File: config.mk
export PLATFORM = sky130hd
export DESIGN_NAME = jom_octet_mapper
export DESIGN_NICKNAME = d
export VERILOG_FILES = /design/src/logic/jom_pkg.sv /design/src/logic/jom_ovr_if.sv /design/src/logic/jom_ovr_detect.sv /design/src/logic/jom_octet_mapper.sv
export SDC_FILE = /design/constraint.sdc
export NUM_CORES = 1
export LEC_CHECK = 0
export ABC_AREA = 1
export ABC_CLOCK_PERIOD_IN_PS = 3200
export BUFFER_PORTS_ARGS = -buffer_cell sky130_fd_sc_hd__buf_4
export CORE_AREA = 2 2 352 354
export DETAILED_ROUTE_END_ITERATION = 12
export DIE_AREA = 0 0 354 356
export HOLD_SLACK_MARGIN = 0.12
export PLACE_DENSITY = 0.48
export SLEW_MARGIN = 10
export SYNTH_ARGS = -nofsm -noshare
export SYNTH_HDL_FRONTEND = slang
export SYNTH_SLANG_ARGS = --single-unit
File: constraint.sdc
create_clock -name clk -period 3.2 [get_ports clk]
set_clock_uncertainty 0.1 [all_clocks]
set_input_delay 0.32 -clock clk [delete_from_list [all_inputs] [get_ports clk]]
set_output_delay 0.32 -clock clk [all_outputs]
set_load 0.1 [all_outputs]
File: src/logic/jom_pkg.sv
/*
 * Shared constants, types and the link-mode decoder of the transport-layer
 * octet mapper. Assumes the link mode code is stable for whole frames.
 */
package jom_pkg;

    // Widths and counts of the frame.
    localparam int SAMP_W    = 12;
    localparam int DDC_W     = 15;
    localparam int LANE_W    = 16;
    localparam int MAX_LANES = 8;
    localparam int N_SAMP    = 16;
    localparam int MODE_W    = 7;

    // Offset-binary code of zero input, centre of the overrange compare.
    localparam logic [11:0] MID_CODE  = 12'h800;
    // Octets per lane and frame.
    localparam logic [1:0]  OCT_ONE   = 2'h1;
    localparam logic [1:0]  OCT_TWO   = 2'h2;
    // Reset value of the mapped lanes.
    localparam logic [15:0] LANE_RST  = 16'h0000;

    typedef enum logic [2:0] {
        KIND_NONE,
        KIND_BYP12_S,
        KIND_BYP12_D,
        KIND_BYP8_S,
        KIND_BYP8_D,
        KIND_DDC_S,
        KIND_DDC_D
    } jom_kind_e;

    typedef struct packed {
        jom_kind_e   kind;
        logic [3:0]  lanes;       // Lanes used on each link.
        logic        shared_flag; // One overrange flag per two samples.
        logic        ok;
    } jom_cfg_s;

    // Turns a link mode code into its layout; unknown codes are not ok.
    function automatic jom_cfg_s jom_decode(input logic [6:0] code);
        jom_cfg_s c;
        c = '{kind: KIND_NONE, lanes: 4'h0, shared_flag: 1'b0, ok: 1'b0};
        case (code)
            7'h13, 7'h2A: c = '{KIND_BYP12_S, 4'h6, 1'b0, 1'b1};
            7'h14, 7'h2B: c = '{KIND_BYP12_D, 4'h6, 1'b0, 1'b1};
            7'h20:        c = '{KIND_BYP12_S, 4'h3, 1'b0, 1'b1};
            7'h21:        c = '{KIND_BYP12_D, 4'h3, 1'b0, 1'b1};
            7'h22:        c = '{KIND_BYP8_S,  4'h2, 1'b0, 1'b1};
            7'h23:        c = '{KIND_BYP8_D,  4'h2, 1'b0, 1'b1};
            7'h15, 7'h24: c = '{KIND_DDC_S,   4'h2, 1'b0, 1'b1};
            7'h16, 7'h2E: c = '{KIND_DDC_S,   4'h4, 1'b0, 1'b1};
            7'h17, 7'h26, 7'h3D, 7'h40, 7'h45, 7'h47:
                          c = '{KIND_DDC_S,   4'h1, 1'b0, 1'b1};
            7'h18, 7'h30, 7'h3E, 7'h41, 7'h46:
                          c = '{KIND_DDC_S,   4'h2, 1'b0, 1'b1};
            7'h19, 7'h34: c = '{KIND_DDC_S,   4'h8, 1'b1, 1'b1};
            7'h1A, 7'h36, 7'h3F:
                          c = '{KIND_DDC_S,   4'h4, 1'b0, 1'b1};
            7'h1B:        c = '{KIND_DDC_S,   4'h8, 1'b0, 1'b1};
            7'h25:        c = '{KIND_DDC_D,   4'h2, 1'b0, 1'b1};
            default:      c = '{KIND_NONE,    4'h0, 1'b0, 1'b0};
        endcase
        return c;
    endfunction : jom_decode

endpackage : jom_pkg

File: src/logic/jom_ovr_if.sv
/*
 * Carrier between the mapper and its overrange detector.
 * Assumes both ends sit on the same frame clock.
 */
`timescale 1ns/10ps
interface jom_ovr_if;
    logic [7:0][11:0] samp_a;
    logic [7:0][11:0] samp_b;
    logic [11:0]      thresh;
    logic [7:0]       flag_a;
    logic [7:0]       flag_b;

    modport det (input samp_a, input samp_b, input thresh,
                 output flag_a, output flag_b);
    modport map (output samp_a, output samp_b, output thresh,
                 input flag_a, input flag_b);
endinterface : jom_ovr_if

File: src/logic/jom_ovr_detect.sv
/*
 * Overrange detector: compares the distance of each offset-binary sample
 * from mid-scale with the threshold. Purely combinational; the mapper
 * registers the flags together with the data they belong to.
 */
`timescale 1ns/10ps
module jom_ovr_detect (
    input wire logic clk,
    input wire logic rstn,
    jom_ovr_if.det   ovr
);
    // Magnitude compare per sample; equal to the threshold is not over.
    always_comb begin
        logic [11:0] ma;
        logic [11:0] mb;
        ma = '0;
        mb = '0;
        for (int k = 0; k < 8; k++) begin
            ma = (ovr.samp_a[k] >= jom_pkg::MID_CODE) ?
                 ovr.samp_a[k] - jom_pkg::MID_CODE :
                 jom_pkg::MID_CODE - ovr.samp_a[k];
            mb = (ovr.samp_b[k] >= jom_pkg::MID_CODE) ?
                 ovr.samp_b[k] - jom_pkg::MID_CODE :
                 jom_pkg::MID_CODE - ovr.samp_b[k];
            ovr.flag_a[k] = ma > ovr.thresh;
            ovr.flag_b[k] = mb > ovr.thresh;
        end
    end
endmodule : jom_ovr_detect

File: src/logic/jom_octet_mapper.sv
/*
 * Transport-layer octet mapper: places one frame of samples or I/Q words
 * with overrange flags onto the lanes of links A and B.
 * Assumes all inputs come from logic on the frame clock and hold one
 * frame per cycle while frame_valid is high.
 */
// Behaviour
// - Mode 19: even samples on link A lanes 0-5, odd on link B.
// - Three lanes hold four 12-bit samples, second and third split.
// - Modes 20/43: channel A on link A lanes 0-5, channel B on B.
// - Mode 21: I words with I flags on A, Q on B, two lanes.
// - Modes 22/46: I 0-3 on A lanes 0-3, Q 0-3 on B.
// - Mode 23 family: I 0 on A lane 0, Q 0 on B lane 0.
// - Mode 24 family: I 0-1 on A, Q 0-1 on B, own flags.
// - Modes 25/52: eight lanes per link, flag k shared by 2k, 2k+1.
// - Modes 26/54/63: I 0-3 on A, Q 0-3 on B, own flags.
// - Mode 27: I 0-7 on A, Q 0-7 on B, own flags.
// - Mode 32: even samples 0-6 on A lanes 0-2, odd on B.
// - Mode 33: channel A 0-3 on A lanes 0-2, channel B on B.
// - Mode 34: one octet, A carries samples 0,2, B carries 1,3.
// - Mode 35: one octet, A carries channel A 0-1, B channel B.
// - Mode 37: I word on lane 0, Q word on lane 1 per channel.
// - Bypass uses 12-bit samples, 8-bit in modes 34/35; decimated words are 15 bits plus flag.
// - Most significant bit first; unused bits and lanes are zero.
// - Overrange flag high when sample distance from mid-scale exceeds the threshold.
`timescale 1ns/10ps
module jom_octet_mapper (
    input  wire logic              clk,
    input  wire logic              rstn,
    input  wire logic [6:0]        link_mode_code,
    input  wire logic              frame_valid,
    input  wire logic [15:0][11:0] samp,
    input  wire logic [7:0][14:0]  i_word,
    input  wire logic [7:0][14:0]  q_word,
    input  wire logic [7:0][11:0]  ovr_samp_a,
    input  wire logic [7:0][11:0]  ovr_samp_b,
    input  wire logic [11:0]       ovr_thresh,
    output logic [7:0][15:0]       link_a_lane,
    output logic [7:0][15:0]       link_b_lane,
    output logic                   lane_valid,
    output logic [3:0]             lanes_used,
    output logic [1:0]             octets_per_lane,
    output logic                   mode_bad
);
    typedef struct packed {
        logic [7:0][15:0] la;
        logic [7:0][15:0] lb;
        logic             valid;
        logic [3:0]       lanes;
        logic [1:0]       octets;
        logic             bad;
    } jom_state_s;

    jom_state_s        st_q;
    jom_state_s        st_d;
    jom_pkg::jom_cfg_s cfg;
    jom_ovr_if         ovr ();

    assign cfg        = jom_pkg::jom_decode(link_mode_code);
    assign ovr.samp_a = ovr_samp_a;
    assign ovr.samp_b = ovr_samp_b;
    assign ovr.thresh = ovr_thresh;

    jom_ovr_detect u_ovr (
        .clk  (clk),
        .rstn (rstn),
        .ovr  (ovr)
    );

    // Builds the next frame. Lanes are cleared first so that every lane
    // or bit that a mode leaves unused goes out as zero.
    always_comb begin
        logic [47:0] ga;
        logic [47:0] gb;
        int          fi;
        ga = '0;
        gb = '0;
        fi = 0;
        st_d = st_q;
        st_d.valid = frame_valid & cfg.ok;
        if (frame_valid) begin
            st_d.la = '0;
            st_d.lb = '0;
            st_d.lanes = cfg.lanes;
            st_d.bad = ~cfg.ok;
            st_d.octets = jom_pkg::OCT_TWO;
            case (cfg.kind)
                jom_pkg::KIND_BYP12_S: begin
                    for (int g = 0; g < 2; g++) begin
                        // Even samples to A, odd to B, four per group.
                        ga = {samp[8*g], samp[8*g+2],
                              samp[8*g+4], samp[8*g+6]};
                        gb = {samp[8*g+1], samp[8*g+3],
                              samp[8*g+5], samp[8*g+7]};
                        if (3 * g < int'(cfg.lanes)) begin
                            st_d.la[3*g]   = ga[47:32];
                            st_d.la[3*g+1] = ga[31:16];
                            st_d.la[3*g+2] = ga[15:0];
                            st_d.lb[3*g]   = gb[47:32];
                            st_d.lb[3*g+1] = gb[31:16];
                            st_d.lb[3*g+2] = gb[15:0];
                        end
                    end
                end
                jom_pkg::KIND_BYP12_D: begin
                    for (int g = 0; g < 2; g++) begin
                        // Channel A is samp 0-7, channel B samp 8-15.
                        ga = {samp[4*g], samp[4*g+1],
                              samp[4*g+2], samp[4*g+3]};
                        gb = {samp[8+4*g], samp[8+4*g+1],
                              samp[8+4*g+2], samp[8+4*g+3]};
                        if (3 * g < int'(cfg.lanes)) begin
                            st_d.la[3*g]   = ga[47:32];
                            st_d.la[3*g+1] = ga[31:16];
                            st_d.la[3*g+2] = ga[15:0];
                            st_d.lb[3*g]   = gb[47:32];
                            st_d.lb[3*g+1] = gb[31:16];
                            st_d.lb[3*g+2] = gb[15:0];
                        end
                    end
                end
                jom_pkg::KIND_BYP8_S: begin
                    // The 8-bit sample is the top of the 12-bit code.
                    st_d.octets = jom_pkg::OCT_ONE;
                    st_d.la[0] = {samp[0][11:4], 8'h00};
                    st_d.la[1] = {samp[2][11:4], 8'h00};
                    st_d.lb[0] = {samp[1][11:4], 8'h00};
                    st_d.lb[1] = {samp[3][11:4], 8'h00};
                end
                jom_pkg::KIND_BYP8_D: begin
                    st_d.octets = jom_pkg::OCT_ONE;
                    st_d.la[0] = {samp[0][11:4], 8'h00};
                    st_d.la[1] = {samp[1][11:4], 8'h00};
                    st_d.lb[0] = {samp[8][11:4], 8'h00};
                    st_d.lb[1] = {samp[9][11:4], 8'h00};
                end
                jom_pkg::KIND_DDC_S: begin
                    // One word per lane; the flag index halves when shared.
                    for (int k = 0; k < 8; k++) begin
                        fi = cfg.shared_flag ? k / 2 : k;
                        if (k < int'(cfg.lanes)) begin
                            st_d.la[k] = {i_word[k],
                                          ovr.flag_a[fi]};
                            st_d.lb[k] = {q_word[k],
                                          ovr.flag_b[fi]};
                        end
                    end
                end
                jom_pkg::KIND_DDC_D: begin
                    st_d.la[0] = {i_word[0], ovr.flag_a[0]};
                    st_d.la[1] = {q_word[0], ovr.flag_a[1]};
                    st_d.lb[0] = {i_word[1], ovr.flag_b[0]};
                    st_d.lb[1] = {q_word[1], ovr.flag_b[1]};
                end
                default: begin
                    st_d.octets = jom_pkg::OCT_TWO;
                end
            endcase
        end
    end

    // One register stage; a frame appears one edge after it is offered.
    always_ff @(posedge clk) begin
        if (!rstn) begin
            st_q.la     <= {8{jom_pkg::LANE_RST}};
            st_q.lb     <= {8{jom_pkg::LANE_RST}};
            st_q.valid  <= 1'b0;
            st_q.lanes  <= 4'h0;
            st_q.octets <= jom_pkg::OCT_TWO;
            st_q.bad    <= 1'b0;
        end else begin
            st_q <= st_d;
        end
    end

    assign link_a_lane     = st_q.la;
    assign link_b_lane     = st_q.lb;
    assign lane_valid      = st_q.valid;
    assign lanes_used      = st_q.lanes;
    assign octets_per_lane = st_q.octets;
    assign mode_bad        = st_q.bad;
endmodule : jom_octet_mapper

[Word-level counts from Yosys, hierarchy flattened]
Memories as Yosys holds them, arrays and structs flattened.
Index checks and enable logic that the tools add are counted.
Cells by class
  add/subtract/negate cells: 32
  magnitude comparators: 47
  equality and inequality tests: 6
  multiplexer cells: 96
  bitwise gates (word level): 2
  reductions and logical operators: 1
Operator list (number)
  $mux W48: 8
  $pmux W32 S6: 2
  $pmux W64 S3: 2
  $mux W16: 16
  $ge A12 B12 Y1 const B: 16
  $gt A12 B12 Y1: 16
  $mux W12: 16
  $sub A12 B12 Y12 const A: 16
  $sub A12 B12 Y12 const B: 16
  $mux W32: 2
  $bmux W1 S3: 14
  $mux W1: 29
  $lt A3 B4 Y1 const A: 4
  $lt A3 B4 Y1 const B: 4
  $mux W3: 4
  $eq A3 B3 Y1 const B: 3
  $lt A1 B4 Y1 const A: 2
  $lt A2 B4 Y1 const A: 2
  $lt A2 B4 Y1 const B: 2
  $eq A3 B2 Y1 const B: 2
  $mux W2: 3
  $lt A1 B4 Y1 const B: 1
  $eq A3 B1 Y1 const B: 1
  $reduce_or A2 Y1: 1
  other kinds (2): 2
Storage, ports and cells
  register bits: 264
  ROM bits: 1152
  bits of input ports: 646
  logic and storage cells: 205
  memories: 1
Memory list
  (name not given): depth 128, bits a word 9, read ports 1, clocked after Yosys merged registers in 0, wr ports 0, RTL line jom_pkg.sv:44  | case (code)

[Depth between registers and ports, before layout]
Gate-level depths: netlist of run 1.
  word-level depth: 8
  mapped depth: 23
  gate-level depth less buffers: 23

[By module]
From an unflattened synthesis of run 1, not the netlist that was laid out.
Unflattened totals
  cell total of the unflattened synthesis: 3966
  area total of the unflattened synthesis: 23433.7 um^2
Modules (own cells, without submodules)
  jom_octet_mapper: times used 1, cells an instance 2374, area each 14632.8 um^2, sequential area each 5285.1 um^2
  jom_ovr_detect: times used 1, cells an instance 1592, area each 8800.9 um^2, sequential area each 0.0 um^2

[Worst setup path after synthesis of run 1]
No wires, ideal clock.
  path type: input-to-reg
  start: input port ovr_samp_a[12] in the netlist's numbering
  end: register st_q, in the netlist link_a_lane[16]
  arrival time: 2326 ps
  setup slack: 703 ps
  cell stages on the path: 20
  buffers on the path: 0
  path through: inv_1 > ha_1 > nand3_1 > nor2_1 > nand2_1 > o31ai_1 > xnor2_1 > ha_1 > nand2_1 > nor3_1 > nand2_1 > nand3_1 > nand2_1 > nand2_1 > nand2_1 > nor2_1 > nand2_1 > nand4_1 > nand2_1 > a21oi_1
Between the ends
  cells in the longest elaborated chain, start to end: 8
  elaborated cells on any way between the ends: 10
  classes of those cells: add/sub: 2; order compare: 2; mux: 6
Ends and longest elaborated chain
  start: declaration: RTL line jom_octet_mapper.sv:35  | input wire logic [7:0][11:0] ovr_samp_a,
  $sub A12 B12 Y12 (tied with other cells): RTL line jom_ovr_detect.sv:21  | jom_pkg::MID_CODE - ovr.samp_a[k];
  $mux W12 (*): RTL line jom_ovr_detect.sv:19  | ma = (ovr.samp_a[k] >= jom_pkg::MID_CODE) ?
  $gt A12 B12 Y1 (*): RTL line jom_ovr_detect.sv:25  | ovr.flag_a[k] = ma > ovr.thresh;
  $bmux W1 S3: RTL line jom_octet_mapper.sv:143  | ovr.flag_a[fi]};
  $mux W1 (not written as such) (2 in series): RTL line jom_octet_mapper.sv:143
  $mux W16: RTL line jom_octet_mapper.sv:141  | if (k < int'(cfg.lanes)) begin
  $pmux W32 S6 (*): RTL line jom_octet_mapper.sv:87  | case (cfg.kind)
  end signal: assignment: RTL line jom_octet_mapper.sv:172  | st_q <= st_d;
  end: declaration: RTL line jom_octet_mapper.sv:54  | jom_state_s st_q;
Mark *: on every way between the ends. The rest lies on a longest branch, timed or not. The select of a mux whose other input is x is not followed.
A chain may end at the register's enable or synchronous reset.

[Worst setup path in the final report of run 1]
  start: input port link_mode_code[0]
  end: register st_q, in the netlist link_a_lane[13]
Between the ends
  cells in the longest elaborated chain, start to end: 4
  elaborated cells on any way between the ends: 12
  classes of those cells: order compare: 1; eq/ne: 6; mux: 4; memory: 1
Ends and longest elaborated chain
  start: declaration: RTL line jom_octet_mapper.sv:30  | input wire logic [6:0] link_mode_code,
  $mem_v2 Z128 W9 (*)
  $lt A1 B4 Y1: RTL line jom_octet_mapper.sv:95, jom_octet_mapper.sv:112, jom_octet_mapper.sv:141
  $mux W16 (tied with other cells): RTL line jom_octet_mapper.sv:141
  $pmux W32 S6 (*): RTL line jom_octet_mapper.sv:87
Mark *: on every way between the ends. The rest lies on a longest branch, timed or not.

==> results of run 1 <==
layout make-up:
| cell class | instances | area share |
|---|---|---|
| clock buffers | 52 | 0.0283 |
| clock inverters | 15 | 0.00691 |
| diodes | 13 | 0.000848 |
| flip-flops and latches | 264 | 0.138 |
| multi-input cells | 2872 | 0.407 |
| repair buffers | 1522 | 0.339 |
| well taps | 1637 | 0.0534 |
| inverters | 263 | 0.0267 |
logic make-up after synthesis:
group | share of synthesized area
simple gates | 0.368
fa+ha+maj | 0.117
flops | 0.231
compound gates | 0.139
xor+xnor | 0.0552
buf+inv | 0.0894
timing repair:
action,4_1_cts,5_1_grt
hold buffers,449,0
endpoints found under the hold margin,244,0
setup buffers,0,13
endpoints found under the setup margin,0,13
resized for setup,0,19
layer usage:
layer | vias up | global-route usage | wire length, µm
met5 | - | 0 | 59
met4 | 8 | 0.0745 | 5120
met3 | 242 | 0.0435 | 10200
met2 | 1261 | 0.368 | 68500
met1 | 14400 | 0.285 | 63800
li1 | 14700 | - | -
cells in the final DEF, fill, tap and decap left out, types with 30 or more instances in the layout:
cell                            netlist  layout
sky130_fd_sc_hd__o21ai_2             31      30
sky130_fd_sc_hd__xor2_1             109     109
sky130_fd_sc_hd__a21oi_1            345     345
sky130_fd_sc_hd__buf_4               34    1033
sky130_fd_sc_hd__nor3_1              39      37
sky130_fd_sc_hd__nor2_1             207     207
sky130_fd_sc_hd__ha_1               214     212
sky130_fd_sc_hd__o21ai_0            110     109
sky130_fd_sc_hd__inv_1              249     248
sky130_fd_sc_hd__xnor2_1             35      35
sky130_fd_sc_hd__dlygate4sd3_1        0     449
sky130_fd_sc_hd__nand2_1           1090    1089
sky130_fd_sc_hd__nand4_1             78      78
sky130_fd_sc_hd__nand3_1            472     472
sky130_fd_sc_hd__buf_12               0      35
sky130_fd_sc_hd__dfxtp_1            264     264
sky130_fd_sc_hd__clkbuf_16            0      39
sequential cells by signal, indices dropped and copies added, names as in the netlist:
| register | cells |
|---|---|
| link_b_lane | 128 |
| lane_valid | 1 |
| mode_bad | 1 |
| link_a_lane | 128 |
| lanes_used | 4 |
| octets_per_lane | 2 |
through the flow:
stage	power, mW	instance area [µm²]	instances
6_report	13.0	38400	6638
5_1_grt	13.6	38400	6636
3_3_place_gp	7.73	32300	6096
2_1_floorplan	5.83	22900	3590
4_1_cts	13.1	38200	6612
3_5_place_dp	7.74	32300	6096
worst paths after layout:
path	depth (start not counted)	startpoint	endpoint	slack, ns
worst max-delay path	20	link_mode_code[0]	link_a_lane[13]$_SDFFE_PN0P_	-0.004
worst max register to register	3	link_b_lane[103]$_SDFFE_PN0P_	link_b_lane[103]$_SDFFE_PN0P_	1.85
worst min-delay path	5	samp[93]	link_b_lane[41]$_SDFFE_PN0P_	0.14
worst min register to register	2	link_a_lane[31]$_SDFFE_PN0P_	link_a_lane[31]$_SDFFE_PN0P_	0.36
worst register-to-register path, stage by stage, from the launching register on:
cell and delay [ns]:
sky130_fd_sc_hd__dfxtp_1 0.39, sky130_fd_sc_hd__o21ai_0 0.10, sky130_fd_sc_hd__a21oi_1 0.15, sky130_fd_sc_hd__dlygate4sd3_1 0.55
power breakdown:
| part | internal [mW] | switching (mW) | total, mW |
|---|---|---|---|
| clock network | 2.81 | 1.96 | 4.78 |
| logic | 1.88 | 2.88 | 4.76 |
| registers | 3.38 | 0.0514 | 3.43 |
==> key figures, run 1 <==
Floorplanning
  • Floorplan die area: approximately 130,000 µm²
  • Starting density of the core: 0.186
  • Die width: around 350 µm
  • Placement Rows: 129
  • Io pins: around 900
  • Standard cell core area: between 100,000 and 150,000 µm²
  • Die H: ~360 µm

GRT
  • Largest net degree at the start of global routing: around 160
  • Overflow left after global routing: 0
  • Via count of the first global-routing pass: a little under 30k
  • GR Util All Layers: 0.221
  • Wire length of the first global-routing pass: about 200,000 µm
  • Number of antenna violations at the first check in global routing: 19

Yosys
  • Fraction of synthesized cell area taken by the top area cell type: 0.231
  • Cell accounting for the most synthesized area: sky130_fd_sc_hd__dfxtp_1
  • Unique cell type count in the Yosys netlist: between 40 and 50
  • Syn Area/Cell: ~6.4 µm²
  • Number of enable-type register cells in the synthesized netlist: 0
  • Total of flip-flops plus latches after synthesis: between 200 and 300
  • Cells after synthesis: 3,590
  • Share of synthesized registers carrying an async set or reset: 0
  • Yosys warnings: 0
  • Predominant post-synthesis flop cell: sky130_fd_sc_hd__dfxtp_1
  • Most numerous cell in the Yosys netlist: sky130_fd_sc_hd__nand2_1
  • Cells taking the most area after synthesis: sky130_fd_sc_hd__dfxtp_1, sky130_fd_sc_hd__nand2_1, sky130_fd_sc_hd__ha_1, sky130_fd_sc_hd__nand3_1, sky130_fd_sc_hd__a21oi_1
  • Most instantiated cells after synthesis: sky130_fd_sc_hd__nand2_1, sky130_fd_sc_hd__nand3_1, sky130_fd_sc_hd__a21oi_1, sky130_fd_sc_hd__dfxtp_1, sky130_fd_sc_hd__inv_1
  • Nets in the synthesized netlist: 4,450
  • Synthesized area: between 20,000 and 25,000 µm²
  • Proportion of synthesized chip area in sequential cells: 0.231

Detailed routing
  • Number of DRC violations after detailed-routing iteration 0: approximately 2.7k
  • WL/cell: ~22 µm
  • Vias per inst: 4.62
  • Total iterations of the first detailed-routing run: 6
  • Vias after detailed routing: around 31k
  • DRC violations left: 0
  • Routed wire length: 148,000 µm
  • Detail Route Antenna Nets: 0

Worst setup path
  • Critical Path Start Type: input pin
  • Most frequent CP cell: sky130_fd_sc_hd__nand2_1
  • Biggest cell delay along the critical path: around 0.56 ns
  • Arrival time worst endpoint: 3.58 ns
  • Required time of the critical path: around 3.6 ns
  • Critical-path cell list: buf_4 -> clkinvlp_4 -> ha_1 -> inv_1 -> nand2_1 -> nand2_1 -> nand2_1 -> nand2_2 -> nand3_2 -> nand2_4 -> inv_2 -> nand2_1 -> nor2_2 -> nor2_1 -> nand2_2 -> nand2_1 -> nand2_1 -> dlygate4sd3_1 -> nand2_1 -> a21oi_1
  • Critical Path Fanout Max: 8
  • CP Class: input pin to flop
  • Critical path capture point type: flop
  • Buffer and inverter count on the worst path: 5
  • Cell class contributing the biggest share of worst-path delay: simple AND/OR/NAND/NOR gates
  • Slowest cell on the critical path: sky130_fd_sc_hd__dlygate4sd3_1

Placement
  • Number of buffers inserted by port buffering: around 910
  • Pre-CTS setup slack: -0.155 ns
  • Detail Placement HPWL: between 100,000 and 150,000 µm
  • Final weighted congestion in routability-driven placement: 0.922

Hold path
  • Min-delay worst type: input pin to flop

Outcome
  • Status: finished, violations left
  • Violated checks: negative setup slack

Cells and area
  • Final nets: approximately 5.8k
  • Finished Core Util: 0.313
  • Share of layout cells above drive strength 1: 0.249
  • Fillers: 13.5k
  • Multi-input gate area in the final layout: around 16,000 µm²
  • Signed area change from the synthesized netlist to the final layout: 67.9%
  • Flip-flop and latch area: 5290 µm²

Timing
  • Worst relative slew slack: 0.281
  • Max Slew Vio Count: 0
  • Worst-Margin Slew: approximately 1.1 ns
  • Setup total negative slack: -0.00393 ns
  • Count of endpoints failing setup in the final report: 1
  • Setup repair after global routing missed its margin: true
  • Worst setup margin: -0.00393 ns
  • Hold Vio Cnt, Final: 0
  • Share of the clock period used by the worst path after layout: 1.00
  • Tightest hold margin: 0.143 ns
  • Post-layout min period: approximately 3.2 ns
  • F_max: ~0.31 GHz

Clocking
  • Maximum root-to-sink buffer count: 3
  • Clock-pin slew reported for the worst setup and hold paths after clock tree synthesis: 0.06 ns
  • Clk sinks: around 260
  • CTS H-tree lvls: 2
  • Worst-skew pair later-pin latency: approximately 0.6 ns
  • TritonCTS clock tree: done
  • CTS buffer count: 39
  • Clock tree root driver cell: sky130_fd_sc_hd__clkbuf_16

Power
  • Static leakage: 18.2 nW
  • Ratio of total power to cell area: about 340 nW/µm²
  • Max VDD drop: ~0.32 mV

Run
  • Number of max-capacitance violations reported: 0
Power figures use the tool's default switching activity.
==> run 2: changes to the inputs <==
--- a/config.mk
+++ b/config.mk
@@ -8,11 +8,14 @@
 export ABC_AREA = 1
 export ABC_CLOCK_PERIOD_IN_PS = 3200
 export BUFFER_PORTS_ARGS = -buffer_cell sky130_fd_sc_hd__buf_4
+export CAP_MARGIN = 20
 export CORE_AREA = 2 2 352 354
+export CTS_CLUSTER_DIAMETER = 40
 export DETAILED_ROUTE_END_ITERATION = 12
 export DIE_AREA = 0 0 354 356
 export HOLD_SLACK_MARGIN = 0.12
 export PLACE_DENSITY = 0.48
+export SETUP_SLACK_MARGIN = 0.02
 export SLEW_MARGIN = 10
 export SYNTH_ARGS = -nofsm -noshare
 export SYNTH_HDL_FRONTEND = slang
==> run 2 against run 1 <==
  * The run now ends clean
  * Die area is the same
  * Routed wire length up 1.0%
  * Sequential share of layout area fell by 0.54 points
  * First-iteration DRC count rose by 1.9%
  * Count of clock-buffer cells in the layout up 41
  * Combinational power grew 1%
  * Register-to-register slack about the same
  * Worst setup slack better by 0.029 ns
  * Via count up 1.5%
  * Cell count is 1.5% higher
  * Utilization is 1.3 points higher
==> key figures, run 2 (synthesis results as in run 1) <==
Floorplanning
  • Placement Rows: 129
  • Starting density of the core: 0.186
  • Floorplan die area: ~130,000 µm²
  • Die H: approximately 360 µm
  • Io pins: around 900
  • Standard cell core area: roughly 120,000 µm²
  • Die width: ~350 µm

Outcome
  • Status: finished, final reports clean

Worst setup path
  • Critical path capture point type: flop
  • CP Class: input pin to flop
  • Critical Path Fanout Max: 13
  • Arrival time worst endpoint: roughly 3.6 ns
  • Required time of the critical path: 3.59 ns
  • Critical Path Start Type: input pin

Detailed routing
  • Vias after detailed routing: just over 30k
  • DRC violations left: 0
  • Routed wire length: about 150,000 µm
  • Detail Route Antenna Nets: 0
  • WL/cell: roughly 22 µm
  • Number of DRC violations after detailed-routing iteration 0: between 2k and 3k
  • Total iterations of the first detailed-routing run: 8
  • Vias per inst: 4.62

Timing
  • Share of the clock period used by the worst path after layout: 0.992
  • F_max: 0.315 GHz
  • Hold Vio Cnt, Final: 0
  • Max Slew Vio Count: 0
  • Setup repair after global routing missed its margin: true
  • Post-layout min period: 3.17 ns
  • Worst relative slew slack: 0.232
  • Worst-Margin Slew: 1.15 ns
  • Count of endpoints failing setup in the final report: 0

Power
  • Ratio of total power to cell area: between 400 and 500 nW/µm²
  • Proportion of power drawn by combinational gates: 0.295
  • Clock share of power: 0.494
  • Max VDD drop: approximately 0.35 mV
  • Share of total power in sequential cells: 0.211
  • Sum of internal, switching and leakage power: ~16 mW
  • Internal cell power: about 11 mW
  • NetSw: between 5 and 6 mW
  • Share of total power consumed by net switching: 0.339
  • Static leakage: 18.9 nW

Clocking
  • Clock-pin slew reported for the worst setup and hold paths after clock tree synthesis: roughly 0.050 ns
  • CTS H-tree lvls: 3
  • TritonCTS clock tree: done
  • Maximum root-to-sink buffer count: 3
  • Clock tree root driver cell: sky130_fd_sc_hd__clkbuf_16
  • Worst-skew pair later-pin latency: roughly 0.63 ns
  • Clk sinks: about 260
  • CTS buffer count: 74

Cells and area
  • Fillers: around 13k
  • Finished Core Util: 0.326
  • Signed area change from the synthesized netlist to the final layout: 74.7%
  • Share of layout cells above drive strength 1: 0.258
  • Final cell count without fillers: 6,735
  • Most frequent cells in the layout: sky130_fd_sc_hd__nand2_1, sky130_fd_sc_hd__buf_4, sky130_fd_sc_hd__dlygate4sd3_1
  • Final nets: between 5k and 6k
  • Leading cell type in the layout, fill and taps excluded: sky130_fd_sc_hd__nand2_1

Placement
  • Final weighted congestion in routability-driven placement: approximately 0.92
  • Detail Placement HPWL: about 120,000 µm
  • Placed insts: approximately 6.1k
  • Number of buffers inserted by port buffering: ~900

GRT
  • Largest net degree at the start of global routing: between 150 and 200
  • Wire length of the first global-routing pass: approximately 210,000 µm
  • Via count of the first global-routing pass: between 30k and 40k
  • Number of antenna violations at the first check in global routing: 21
  • Overflow left after global routing: 0
  • GR Util All Layers: 0.223

Hold path
  • Min-delay worst type: input pin to flop

Run
  • Number of max-capacitance violations reported: 0
run 2: cell types whose count changed in the layout (fill, tap and decap cells not counted), sizes merged:
cell	before	now
buf	1073	1071
bufinv	5	11
clkbuf	52	94
clkinv	7	17
clkinvlp	2	4
diode	13	19
dlygate4sd3	449	474
inv	264	271
nand2	1107	1108
run 2: layout make-up:
| cell class | instances | area, µm² | share of cell area |
|---|---|---|---|
| Multi-Input combinational cell | 2873 | 15600 | 0.391 |
| Timing Repair Buffer | 1546 | 13300 | 0.332 |
| Sequential cell | 264 | 5290 | 0.132 |
| Clock buffer | 93 | 2090 | 0.0522 |
| Tap cell | 1637 | 2050 | 0.0513 |
| Inverter | 263 | 1020 | 0.0256 |
| Clock inverter | 40 | 561 | 0.0140 |
| Antenna cell | 19 | 47.5 | 0.00119 |
run 2: per-layer routing:
layer / vias up / share of wire / wire length [µm] / GRT usage
li1: 14900 / - / - / -
met5: - / 0.00055 / 82 / 0
met1: 14600 / 0.43 / 64000 / 0.284
met3: 282 / 0.073 / 10900 / 0.0490
met2: 1340 / 0.46 / 68800 / 0.367
met4: 12 / 0.036 / 5440 / 0.0837
run 2: critical path, cell delays in order:
cell                            delay, ns
sky130_fd_sc_hd__buf_4               0.14
sky130_fd_sc_hd__inv_1               0.13
sky130_fd_sc_hd__ha_1                0.17
sky130_fd_sc_hd__inv_1               0.07
sky130_fd_sc_hd__nand2_1             0.08
sky130_fd_sc_hd__nand2_1             0.07
sky130_fd_sc_hd__nand3_1             0.08
sky130_fd_sc_hd__nand2_1             0.11
sky130_fd_sc_hd__inv_2               0.12
sky130_fd_sc_hd__nand2_4             0.08
sky130_fd_sc_hd__buf_4               0.20
sky130_fd_sc_hd__nand2_1             0.09
sky130_fd_sc_hd__nor2_2              0.04
sky130_fd_sc_hd__nor2_1              0.46
sky130_fd_sc_hd__nand2_2             0.38
sky130_fd_sc_hd__nand2_1             0.25
sky130_fd_sc_hd__nand2_1             0.06
sky130_fd_sc_hd__dlygate4sd3_1       0.56
sky130_fd_sc_hd__nand2_1             0.06
sky130_fd_sc_hd__a21oi_1             0.06
run 2: final timing paths:
| kind | from | to | slack (ns) | cells past startpoint |
|---|---|---|---|---|
| worst max-delay path | link_mode_code[1] | link_a_lane[13]$_SDFFE_PN0P_ | 0.03 | 20 |
| worst min-delay path | rstn | link_b_lane[50]$_SDFFE_PN0P_ | 0.14 | 3 |
| worst max register to register | link_b_lane[110]$_SDFFE_PN0P_ | link_b_lane[110]$_SDFFE_PN0P_ | 1.86 | 3 |
| worst min register to register | link_a_lane[84]$_SDFFE_PN0P_ | link_a_lane[84]$_SDFFE_PN0P_ | 0.36 | 2 |
run 2: what timing repair did:
action / 4_1_cts / 5_1_grt
setup buffers: 0 / 11
setup endpoints to repair: 0 / 12
resized for setup: 0 / 19
hold buffers: 474 / 0
hold endpoints to repair: 250 / 0
run 2: power groups by stage:
stage / Clock [mW] / Sequential [mW] / Combinational (mW)
3_5_place_dp: 0 / 3.50 / 4.24
3_3_place_gp: 0 / 3.50 / 4.23
4_1_cts: 8.21 / 3.44 / 4.75
5_1_grt: 8.35 / 3.45 / 5.17
6_report: 8.06 / 3.44 / 4.81
2_1_floorplan: 0 / 4.14 / 1.69
run 2: through the flow:
step | instance area (µm²) | setup WS, ns | setup TNS [ns] | hold slack, ns
after detailed placement | 32300 | -0.155 | -0.198 | 0.355
after global routing | 39900 | -0.0248 | -0.0248 | 0.148
after CTS | 39700 | 0.0460 | 0 | 0.122
after global placement | 32300 | -0.158 | -0.198 | 0.353
after floorplan | 22900 | 0.703 | 0 | 0.361
final | 39900 | 0.0253 | 0 | 0.139
